**config.mk**
```make
export PLATFORM = sky130hd
export DESIGN_NAME = pfls_sequencer
export DESIGN_NICKNAME = d
export VERILOG_FILES = /design/src/pkg/pfls_pkg.sv /design/src/rtl/pfls_sequencer.sv
export SDC_FILE = /design/constraint.sdc
export NUM_CORES = 1
export LEC_CHECK = 0
export BUFFER_PORTS_ARGS = -buffer_cell sky130_fd_sc_hd__buf_2
export CORE_ASPECT_RATIO = 0.5
export CORE_UTILIZATION = 54
export CTS_CLUSTER_SIZE = 12
export DETAILED_ROUTE_END_ITERATION = 10
export GPL_TIMING_DRIVEN = 0
export PLACE_DENSITY = 0.82
export SLEW_MARGIN = 20
export SYNTH_ARGS = -nofsm -noshare
export SYNTH_HDL_FRONTEND = slang
export SYNTH_SLANG_ARGS = --single-unit
```
**constraint.sdc**
```tcl
create_clock -name mclk -period 2 [get_ports mclk]
set_clock_uncertainty 0.15 [all_clocks]
set_input_delay 0.1 -clock mclk [delete_from_list [all_inputs] [get_ports mclk]]
set_output_delay 0.1 -clock mclk [all_outputs]
set_load 0.005 [all_outputs]
```
**src/pkg/pfls_pkg.sv**
```systemverilog
// Purpose: shared constants and types of the fault latch sequencer
// Assumes: mclk at 20 MHz
// Notes: derived cycle counts round least times up to whole cycles
package pfls_pkg;
	// ****************************************
	// clock and timing
	// ****************************************
	localparam int CLK_MHZ = 20;
	localparam int BLANK_NS = 1000; // blanking after turn-off
	localparam int MINW_NS = 600; // least valid comparator high time
	localparam int BLANK_CYC_I = (BLANK_NS * CLK_MHZ + 999) / 1000;
	localparam int MINW_CYC_I = (MINW_NS * CLK_MHZ + 999) / 1000;
	localparam logic [4:0] BLANK_CYC = 5'(BLANK_CYC_I);
	localparam logic [3:0] MINW_CYC = 4'(MINW_CYC_I);
	localparam int FAULT_MS = 200; // overload timer duration
	localparam int FAULT_CYC_I = FAULT_MS * CLK_MHZ * 1000;
	localparam int SS_CYC_I = 4000; // soft-start length, plain default
	// ****************************************
	// event counting and reset values
	// ****************************************
	localparam logic [2:0] EVT_LATCH = 3'h4; // successive events to latch
	localparam logic [22:0] TMR_RST = 23'h0;
	localparam logic [2:0] EVT_RST = 3'h0;
	// ****************************************
	// supply sequence states
	// ****************************************
	typedef enum logic [2:0] {
		ST_BOOT, ST_RUN, ST_DROP1, ST_IGNORE, ST_DROP2, ST_CHARGE
	} pfls_state_t;
endpackage

```
**src/rtl/pfls_sequencer.sv**
```systemverilog
// Purpose: light-load modes, overload hiccup and protection-pin latch
// Assumes: comparator inputs are asynchronous; pwm_on_req is on mclk
// Notes: arst_n stands for supply cycling; only it clears the latch
// How it works
// - overload flag starts the fault timer
// - timer expiry with flag held stops drive
// - first restart after fault is skipped
// - each restart begins with soft-start active
// - frequency foldback below the foldback threshold
// - peak setpoint frozen when feedback reaches 1 V
// - lower power enters skip, setpoint stays frozen
// - compensation ramp connected only during on-time
// - latched part clamps supply until power cycle
// - latch comparator compares protection pin to 3 V
// - comparator checked only after 1 us blanking
// - highs shorter than 600 ns are ignored
// - four successive events set the latch
// - latch stops drive pulses at once
`timescale 1ns/100ps
module pfls_sequencer #(
	parameter int FAULT_CYC = pfls_pkg::FAULT_CYC_I,
	parameter int SS_CYC = pfls_pkg::SS_CYC_I
) (
	input wire logic mclk,
	input wire logic arst_n,
	input wire logic pwm_on_req,
	input wire logic overload_flag,
	input wire logic fb_below_fold,
	input wire logic fb_below_freeze,
	input wire logic skip_cmp,
	input wire logic vcc_above_on,
	input wire logic vcc_below_min,
	input wire logic overvoltage_cmp,
	output logic gate_drive_q,
	output logic ramp_connect_q,
	output logic foldback_q,
	output logic setpoint_freeze_q,
	output logic skip_cycle_q,
	output logic soft_start_q,
	output logic fault_stop_q,
	output logic latched_q,
	output logic vcc_clamp_q
);
	import pfls_pkg::*;

	// ****************************************
	// input synchronisers
	// ****************************************
	logic [6:0] sync1_q;
	logic [6:0] sync2_q;
	wire logic [6:0] async_in = {overload_flag, fb_below_fold,
		fb_below_freeze, skip_cmp, vcc_above_on, vcc_below_min,
		overvoltage_cmp};
	// first stage feeds only the second stage
	always_ff @(posedge mclk or negedge arst_n) begin
		if (!arst_n) begin
			sync1_q <= 7'h00;
			sync2_q <= 7'h00;
		end else begin
			sync1_q <= async_in;
			sync2_q <= sync1_q;
		end
	end
	wire logic ovl_s = sync2_q[6];
	wire logic fold_s = sync2_q[5];
	wire logic freeze_s = sync2_q[4];
	wire logic skip_s = sync2_q[3];
	wire logic von_s = sync2_q[2];
	wire logic vmin_s = sync2_q[1];
	wire logic ovp_s = sync2_q[0]; // 3 V comparator, off chip

	// ****************************************
	// overload timer and hiccup sequence
	// ****************************************
	pfls_state_t st_q, st_d;
	logic [22:0] tmr_q;
	logic [12:0] ss_cnt_q;
	wire logic tmr_hit = ovl_s && (tmr_q == 23'(FAULT_CYC - 1));
	// timer restarts from zero whenever the flag drops
	wire logic [22:0] tmr_d = (ovl_s && st_q == ST_RUN) ?
		tmr_q + 23'h1 : TMR_RST;
	wire logic restart = (st_q == ST_BOOT || st_q == ST_CHARGE) && von_s;

	// supply cycling states; the first recharge pass ignores the on threshold
	always_comb begin
		st_d = st_q;
		case (st_q)
			ST_BOOT: if (von_s) st_d = ST_RUN;
			ST_RUN: begin
				if (tmr_hit) st_d = ST_DROP1;
				else if (vmin_s) st_d = ST_BOOT;
			end
			ST_DROP1: if (vmin_s) st_d = ST_IGNORE;
			ST_IGNORE: if (von_s) st_d = ST_DROP2;
			ST_DROP2: if (vmin_s) st_d = ST_CHARGE;
			ST_CHARGE: if (von_s) st_d = ST_RUN;
			default: st_d = ST_BOOT;
		endcase
	end
	// soft-start reloads on every entry to run
	wire logic [12:0] ss_cnt_d = restart ? 13'(SS_CYC) :
		(ss_cnt_q != 13'h0) ? ss_cnt_q - 13'h1 : 13'h0;
	always_ff @(posedge mclk or negedge arst_n) begin
		if (!arst_n) begin
			st_q <= ST_BOOT;
			tmr_q <= TMR_RST;
			ss_cnt_q <= 13'h0;
		end else begin
			st_q <= st_d;
			tmr_q <= tmr_d;
			ss_cnt_q <= ss_cnt_d;
		end
	end

	// ****************************************
	// protection pin qualification
	// ****************************************
	logic [4:0] blank_cnt_q;
	logic [3:0] hw_cnt_q;
	logic [2:0] evt_cnt_q;
	logic evt_seen_q;
	logic gate_prev_q;
	wire logic blank_done = !gate_drive_q && blank_cnt_q == BLANK_CYC;
	wire logic gate_rise = gate_drive_q && !gate_prev_q;
	// blanking restarts at every turn-off and saturates
	wire logic [4:0] blank_cnt_d = gate_drive_q ? 5'h0 :
		blank_done ? blank_cnt_q : blank_cnt_q + 5'h1;
	// width counter runs only inside the checked window
	wire logic [3:0] hw_cnt_d = (blank_done && ovp_s && !evt_seen_q) ?
		hw_cnt_q + 4'h1 : 4'h0;
	wire logic validate = hw_cnt_d == MINW_CYC;
	// a short high never reaches the width and is dropped
	wire logic clean_end = gate_rise && blank_cnt_q == BLANK_CYC &&
		!evt_seen_q;
	wire logic [2:0] evt_cnt_d = validate ? evt_cnt_q + 3'h1 :
		clean_end ? EVT_RST : evt_cnt_q;
	wire logic latch_d = latched_q || evt_cnt_d == EVT_LATCH;
	always_ff @(posedge mclk or negedge arst_n) begin
		if (!arst_n) begin
			blank_cnt_q <= 5'h0;
			hw_cnt_q <= 4'h0;
			evt_cnt_q <= EVT_RST;
			evt_seen_q <= 1'b0;
			gate_prev_q <= 1'b0;
		end else begin
			blank_cnt_q <= blank_cnt_d;
			hw_cnt_q <= hw_cnt_d;
			evt_cnt_q <= evt_cnt_d;
			evt_seen_q <= gate_drive_q ? 1'b0 : (evt_seen_q || validate);
			gate_prev_q <= gate_drive_q;
		end
	end

	// ****************************************
	// output stage
	// ****************************************
	// skip only under freeze, so the setpoint stays frozen in skip
	wire logic skip_d = freeze_s && skip_s;
	wire logic run_d = st_d == ST_RUN;
	wire logic gate_d = pwm_on_req && run_d && !skip_d && !latch_d;
	always_ff @(posedge mclk or negedge arst_n) begin
		if (!arst_n) begin
			gate_drive_q <= 1'b0;
			ramp_connect_q <= 1'b0;
			foldback_q <= 1'b0;
			setpoint_freeze_q <= 1'b0;
			skip_cycle_q <= 1'b0;
			soft_start_q <= 1'b0;
			fault_stop_q <= 1'b0;
			latched_q <= 1'b0;
			vcc_clamp_q <= 1'b0;
		end else begin
			gate_drive_q <= gate_d;
			ramp_connect_q <= gate_d;
			foldback_q <= fold_s;
			setpoint_freeze_q <= freeze_s;
			skip_cycle_q <= skip_d;
			soft_start_q <= ss_cnt_d != 13'h0;
			fault_stop_q <= !run_d && st_d != ST_BOOT;
			latched_q <= latch_d;
			vcc_clamp_q <= latch_d;
		end
	end
endmodule // pfls_sequencer

```
==> results of run 1 <==
[stage by stage]
step,total power (uW),setup TNS (ps),hold slack [ps]
2_1_floorplan,2040,-388,-346
3_3_place_gp,2150,-1720,57.3
3_5_place_dp,2190,-2360,-157
4_1_cts,4060,-577,38.4
5_1_grt,4330,-1750,70.3
6_report,4180,-1130,39.7
[worst max-delay path by stage]
stage | depth (start not counted) | slack [ps] | to
floorplan | 5 | -60 | ss_cnt_q[2]
global placement | 7 | -190 | vcc_clamp_q
detailed placement | 7 | -260 | vcc_clamp_q
CTS | 6 | -100 | st_q[1]
global route | 6 | -220 | ramp_connect_q
finish | 6 | -160 | ramp_connect_q
[sequential cells by signal, summed over array words and instances, names as in the netlist, 3 cells and up]
name / flops
ss_cnt_q: 13
tmr_q: 23
hw_cnt_q: 4
sync2_q: 7
evt_cnt_q: 3
sync1_q: 7
st_q: 3
blank_cnt_q: 5
[worst max-delay path, delay by kind of cell (launching register included)]
| family | cells | cell delay [ps] |
|---|---|---|
| compound gates | 1 | 180 |
| flops | 1 | 430 |
| simple gates | 4 | 1130 |
| buf+inv | 1 | 140 |
[kinds of logic after synthesis]
kind of cell	after synthesis	share of synthesized area
AO/OA/AOI/OAI	46	0.0799
adder cells (fa/ha/maj)	7	0.0267
AND/OR/NAND/NOR	131	0.217
buffers and inverters	20	0.0275
XOR/XNOR	31	0.0829
flip-flops	74	0.566
[metal layers]
layer	share of wire	vias to the layer above	track usage
li1	-	1212	-
met1	0.40	1363	0.309
met2	0.51	114	0.449
met3	0.060	33	0.0776
met4	0.031	0	0.0762
met5	0	-	0
[cell usage after synthesis]
master     instances
nand4_1            6
xnor2_1           19
clkbuf_1           2
nor2b_1            4
or3b_1             1
buf_4              2
and3_1             2
dfrtp_1           74
nor3b_1            2
o221ai_1           1
ha_1               7
inv_1             15
a41o_1             1
nand2_1           19
and4_1             4
a221oi_1           1
nor3_1             7
o31ai_1            1
a21o_1             1
nor4_1             6
nand4b_1           2
o41ai_1            1
or2_2              1
nand4_4            1
nand2b_1           2
o211ai_1           3
buf_6              1
nand3_1           13
and4bb_2           1
or3_1              8
nand3b_1           3
o21ai_0           21
xor2_1            12
and2_1             4
nor4b_1            2
nor2_1            39
nand4bb_1          1
o21a_1             1
or4_4              1
or4_1              2
a21oi_1           15
[final cells by class]
class                      count  area [um2]
fill                         309        1420
timing repair buffer          54         409
inverter                      15        56.3
tap                           73        91.3
multi-input combinational    215        1460
clock inverter                 6         105
clock buffer                  10         229
sequential                    74        1850
buffer                         5        33.8
[power by group through the flow]
stage	sequential (uW)	clock (uW)	combinational [uW]
final	1780	1810	591
after global routing	1780	1890	647
after CTS	1760	1810	490
after detailed placement	1790	0	395
after global placement	1780	0	373
after floorplan	1760	0	289
[timing repair]
action	4_1_cts	5_1_grt
pin swaps	12	11
resized for setup	7	26
endpoints found under the setup margin	19	32
endpoints found under the hold margin	82	0
buffers inserted	14	12
hold buffers	9	0
==> impl_metrics.env, run 1 <==
export IMPL_cpPeakStageDelay_ps=560
export IMPL_violations="design-rule violations, negative setup slack"
export IMPL_hold_viol=0
export IMPL_antennaDiodeCount=0
export IMPL_stdcell_area_um2=4240
export IMPL_syn_to_final_growth_pct=29.3
export IMPL_grt_pass1_vias=2645
export IMPL_wirelength_mm=8.32
export IMPL_die_width_um=112
export IMPL_antenna_found_initial=0
export IMPL_syn_area_um2=3270
export IMPL_synth_seq_cells=74
export IMPL_clkSinkCount=74
export IMPL_route_detailed_drc=1
export IMPL_syn_inst=309
export IMPL_place_gp_congestion=0.833
export IMPL_switching_share=0.257
export IMPL_syn_nets=326
export IMPL_worstSetupEndpointType="register"
export IMPL_final_util=0.749
export IMPL_cts_buffers_inserted=9
export IMPL_dr_total_vias=2722
export IMPL_status="finished with violations"
export IMPL_drv_cap=0
export IMPL_clk_path_buf_depth=2
export IMPL_via_per_inst=6.02
export IMPL_tightest_slew_ps=487
export IMPL_fin_crit_ps=2160
export IMPL_post_drt_wl_per_cell_um=18.4
export IMPL_cp_cell_sequence="nor4_1 -> nand2_1 -> or4_4 -> buf_6 -> o21a_1 -> nor4b_1"
export IMPL_drive_above_1_share=0.245
export IMPL_cp_required_ps=2060
export IMPL_io_pins=19
export IMPL_ys_types=41
export IMPL_clkTransAtPathRegs_ps=50
export IMPL_die_y_um=57.1
export IMPL_nNetsFinal=391
export IMPL_clk_latency_ps=330
export IMPL_drt_iter0_markers=242
export IMPL_r2r_start="tmr_q[12]"
export IMPL_cp_start_kind="register"
export IMPL_rsz0062_at_grt="true"
export IMPL_place_inst=401
export IMPL_final_common_cell="dfrtp_1"
export IMPL_yosys_warnings=0
export IMPL_fp_row_count=19
export IMPL_coreArea_um2=5660
export IMPL_seq_area_frac_synth=0.566
export IMPL_r2r_slack_ps=-160
export IMPL_finalWorstSetupSlack_ps=-155
export IMPL_antenna_left=0
export IMPL_vdd_drop_max_uv=517
export IMPL_grt_total_usage=0.255
export IMPL_setup_viol=14
export IMPL_crit_type="register to register"
export IMPL_most_common_layout_cells="dfrtp_1 (73), nor2_1 (33), buf_4 (28), nand2_1 (19), xnor2_1 (19)"
export IMPL_avgSynthCellArea_um2=10.6
export IMPL_max_slew_margin_rel=0.676
export IMPL_fin_crit_sh=1.08
export IMPL_pre_cts_slack_ps=-263
export IMPL_yosys_top_cells_area="dfrtp_1 (57%), xnor2_1 (5.1%), nor2_1 (4.5%), o21ai_0 (3.2%), xor2_1 (3.2%)"
export IMPL_cp_startpoint="tmr_q[12]"
export IMPL_critPathArrivalTime_ps=2210
export IMPL_p_comb_frac=0.141
export IMPL_p_sw_uw=1080
export IMPL_worst_path_max_fanout=6
export IMPL_first_pass_iters=8
export IMPL_drv_slew=0
export IMPL_grt_ovfl_total=0
export IMPL_grt_pass1_wl_mm=12.5
export IMPL_layoutNonFillerInstCount=452
export IMPL_start_util=0.579
export IMPL_power_static_leakage_uw=0.00181
export IMPL_fmax_mhz=464
export IMPL_rr_endpoint="ramp_connect_q"
export IMPL_place_area_um2=3500
export IMPL_cts_tree="built"
export IMPL_p_per_area_nw_per_um2=987
export IMPL_synth_top_area_share=0.566
export IMPL_htree_levels=3
export IMPL_io_buffers=18
export IMPL_pwr_share_clk=0.434
export IMPL_ff2ff_path_depth=6
export IMPL_slowest_stage="or4_4"
export IMPL_p_int_uw=3110
export IMPL_root_buffer="clkbuf_16"
export IMPL_hpwlAfterDp_mm=4.03
export IMPL_seqPwrFrac=0.425
export IMPL_grt_max_degree=58
export IMPL_synth_area_leader_cell="dfrtp_1"
export IMPL_dieArea_um2=6400
export IMPL_hold_path_class="primary input to asynchronous set/reset pin"
No activity file was read; power rests on OpenSTA's default activity.
==> inputs of run 2 (changes only) <==
- CORE_UTILIZATION: 54 -> 50
- PLACE_DENSITY: 0.82 -> 0.77
==> impl_metrics.env, run 2 (same netlist as run 1, synthesis figures left out) <==
export IMPL_status="finished with violations"
export IMPL_violations="negative setup slack"
export IMPL_drt_iter0_markers=195
export IMPL_cts_tree="built"
export IMPL_worst_path_max_fanout=3
export IMPL_syn_to_final_growth_pct=27.6
export IMPL_layoutNonFillerInstCount=464
export IMPL_place_inst=416
export IMPL_drv_slew=0
export IMPL_hpwlAfterDp_mm=3.91
export IMPL_fp_row_count=20
export IMPL_tightest_slew_ps=513
export IMPL_vdd_drop_max_uv=393
export IMPL_global_route_usage_met2=0.370
export IMPL_use_met1=0.267
export IMPL_cp_required_ps=2110
export IMPL_top_usage_layer="met2"
export IMPL_p_total_uw=3910
export IMPL_top_register="tmr_q"
export IMPL_antenna_left=0
export IMPL_die_y_um=59.2
export IMPL_cp_start_kind="register"
export IMPL_fin_crit_sh=1.07
export IMPL_drv_cap=0
export IMPL_cts_buffers_inserted=9
export IMPL_final_util=0.676
export IMPL_pwr_share_clk=0.406
export IMPL_antennaDiodeCount=0
export IMPL_coreArea_um2=6180
export IMPL_switching_share=0.263
export IMPL_clk_latency_ps=340
export IMPL_multi_input_area_um2=1440
export IMPL_hold_viol=0
export IMPL_post_drt_wl_per_cell_um=15.1
export IMPL_worstSetupEndpointType="register"
export IMPL_antenna_found_initial=0
export IMPL_pre_cts_slack_ps=-271
export IMPL_largest_reg_flops=23
export IMPL_nNetsFinal=388
export IMPL_finalWorstSetupSlack_ps=-132
export IMPL_hold_path_class="primary input to asynchronous set/reset pin"
export IMPL_most_common_layout_cells="dfrtp_1 (72), nor2_1 (33), buf_4 (26), nand2_1 (19), xnor2_1 (19)"
export IMPL_clkTransAtPathRegs_ps=60
export IMPL_grt_max_degree=59
export IMPL_io_buffers=18
export IMPL_ff_latch_area_um2=1850
export IMPL_seqPwrFrac=0.453
export IMPL_setup_viol=10
export IMPL_final_common_cell="dfrtp_1"
export IMPL_critPathArrivalTime_ps=2240
export IMPL_n_fill_cell=424
export IMPL_via_per_inst=5.39
export IMPL_reg_top3="tmr_q (23), ss_cnt_q (13)"
export IMPL_p_per_area_nw_per_um2=937
export IMPL_dr_total_vias=2502
export IMPL_p_int_uw=2890
export IMPL_die_width_um=116
export IMPL_p_comb_frac=0.141
export IMPL_route_detailed_drc=0
export IMPL_max_slew_margin_rel=0.658
export IMPL_wirelength_mm=7.01
export IMPL_first_pass_iters=4
export IMPL_dieArea_um2=6900
export IMPL_clk_path_buf_depth=2
export IMPL_power_static_leakage_uw=0.00178
export IMPL_grt_pass1_vias=2378
export IMPL_fin_crit_ps=2130
export IMPL_io_pins=19
export IMPL_drive_above_1_share=0.237
export IMPL_fmax_mhz=469
export IMPL_start_util=0.530
export IMPL_clkSinkCount=74
export IMPL_grt_pass1_wl_mm=11.0
export IMPL_root_buffer="clkbuf_16"
export IMPL_grt_ovfl_total=0
export IMPL_rsz0062_at_grt="true"
export IMPL_use_met3=0.0695
export IMPL_grt_total_usage=0.215
export IMPL_htree_levels=3
export IMPL_place_gp_congestion=0.803
export IMPL_crit_type="register to register"
export IMPL_p_sw_uw=1030
-- run 2: cell types whose count changed in the layout (fill, tap and decap cells not counted), sizes merged --
cell    change
bufinv      -2
clkbuf      +1
buf         -3
clkinv      +1
-- run 2: power groups by stage --
stage	Sequential, uW	Combinational (uW)	Clock [uW]
after global routing	1780	619	1670
after global placement	1780	374	0
after floorplan	1760	289	0
after detailed placement	1790	394	0
final	1770	553	1590
after CTS	1750	487	1620
-- run 2: final cells by class --
class / count / area share
timing repair buffer: 51 / 0.0917
buffer: 5 / 0.00809
multi-input combinational: 215 / 0.345
inverter: 15 / 0.0135
sequential: 74 / 0.444
clock inverter: 5 / 0.0129
tap: 88 / 0.0264
clock buffer: 11 / 0.0581
-- run 2: stage by stage --
stage,setup TNS (ps),hold WS [ps],cell area (um2)
6_report,-691,19.7,4180
5_1_grt,-1480,50.1,4180
3_3_place_gp,-1800,57.3,3490
2_1_floorplan,-388,-346,3290
3_5_place_dp,-2220,-165,3520
4_1_cts,-505,23.7,4030
-- run 2: final timing paths --
check                                start           to  slack (ps)  cells past startpoint
worst max-delay path              tmr_q[1]      st_q[1]        -130                      6
worst min-delay path                arst_n    tmr_q[10]          20                      2
worst max register to register    tmr_q[1]      st_q[1]        -130                      6
worst min register to register  sync1_q[0]   sync2_q[0]         200                      0
max in group asynchronous           arst_n  hw_cnt_q[1]        1130                      3
min in group mclk               sync1_q[0]   sync2_q[0]         200                      0
-- run 2: worst max-delay path, stage by stage (launching register included) --
cell and delay [ps]:
dfrtp_1 400, ha_4 160, and2_4 150, nand4_4 100, or4_4 560, or3b_4 390, a21oi_2 140
-- run 2: repair_timing --
action | CTS | global route
hold buffers | 9 | 0
hold endpoints to repair | 82 | 0
pin swaps | 9 | 13
resized for setup | 8 | 21
setup endpoints to repair | 19 | 30
buffers inserted | 11 | 12
-- run 2: per-layer routing --
metal  wire [um]  vias to the layer above
met3         316                       10
met2        3510                       56
met1        3090                     1244
li1            -                     1192
met4          95                        0
met5           0                        -
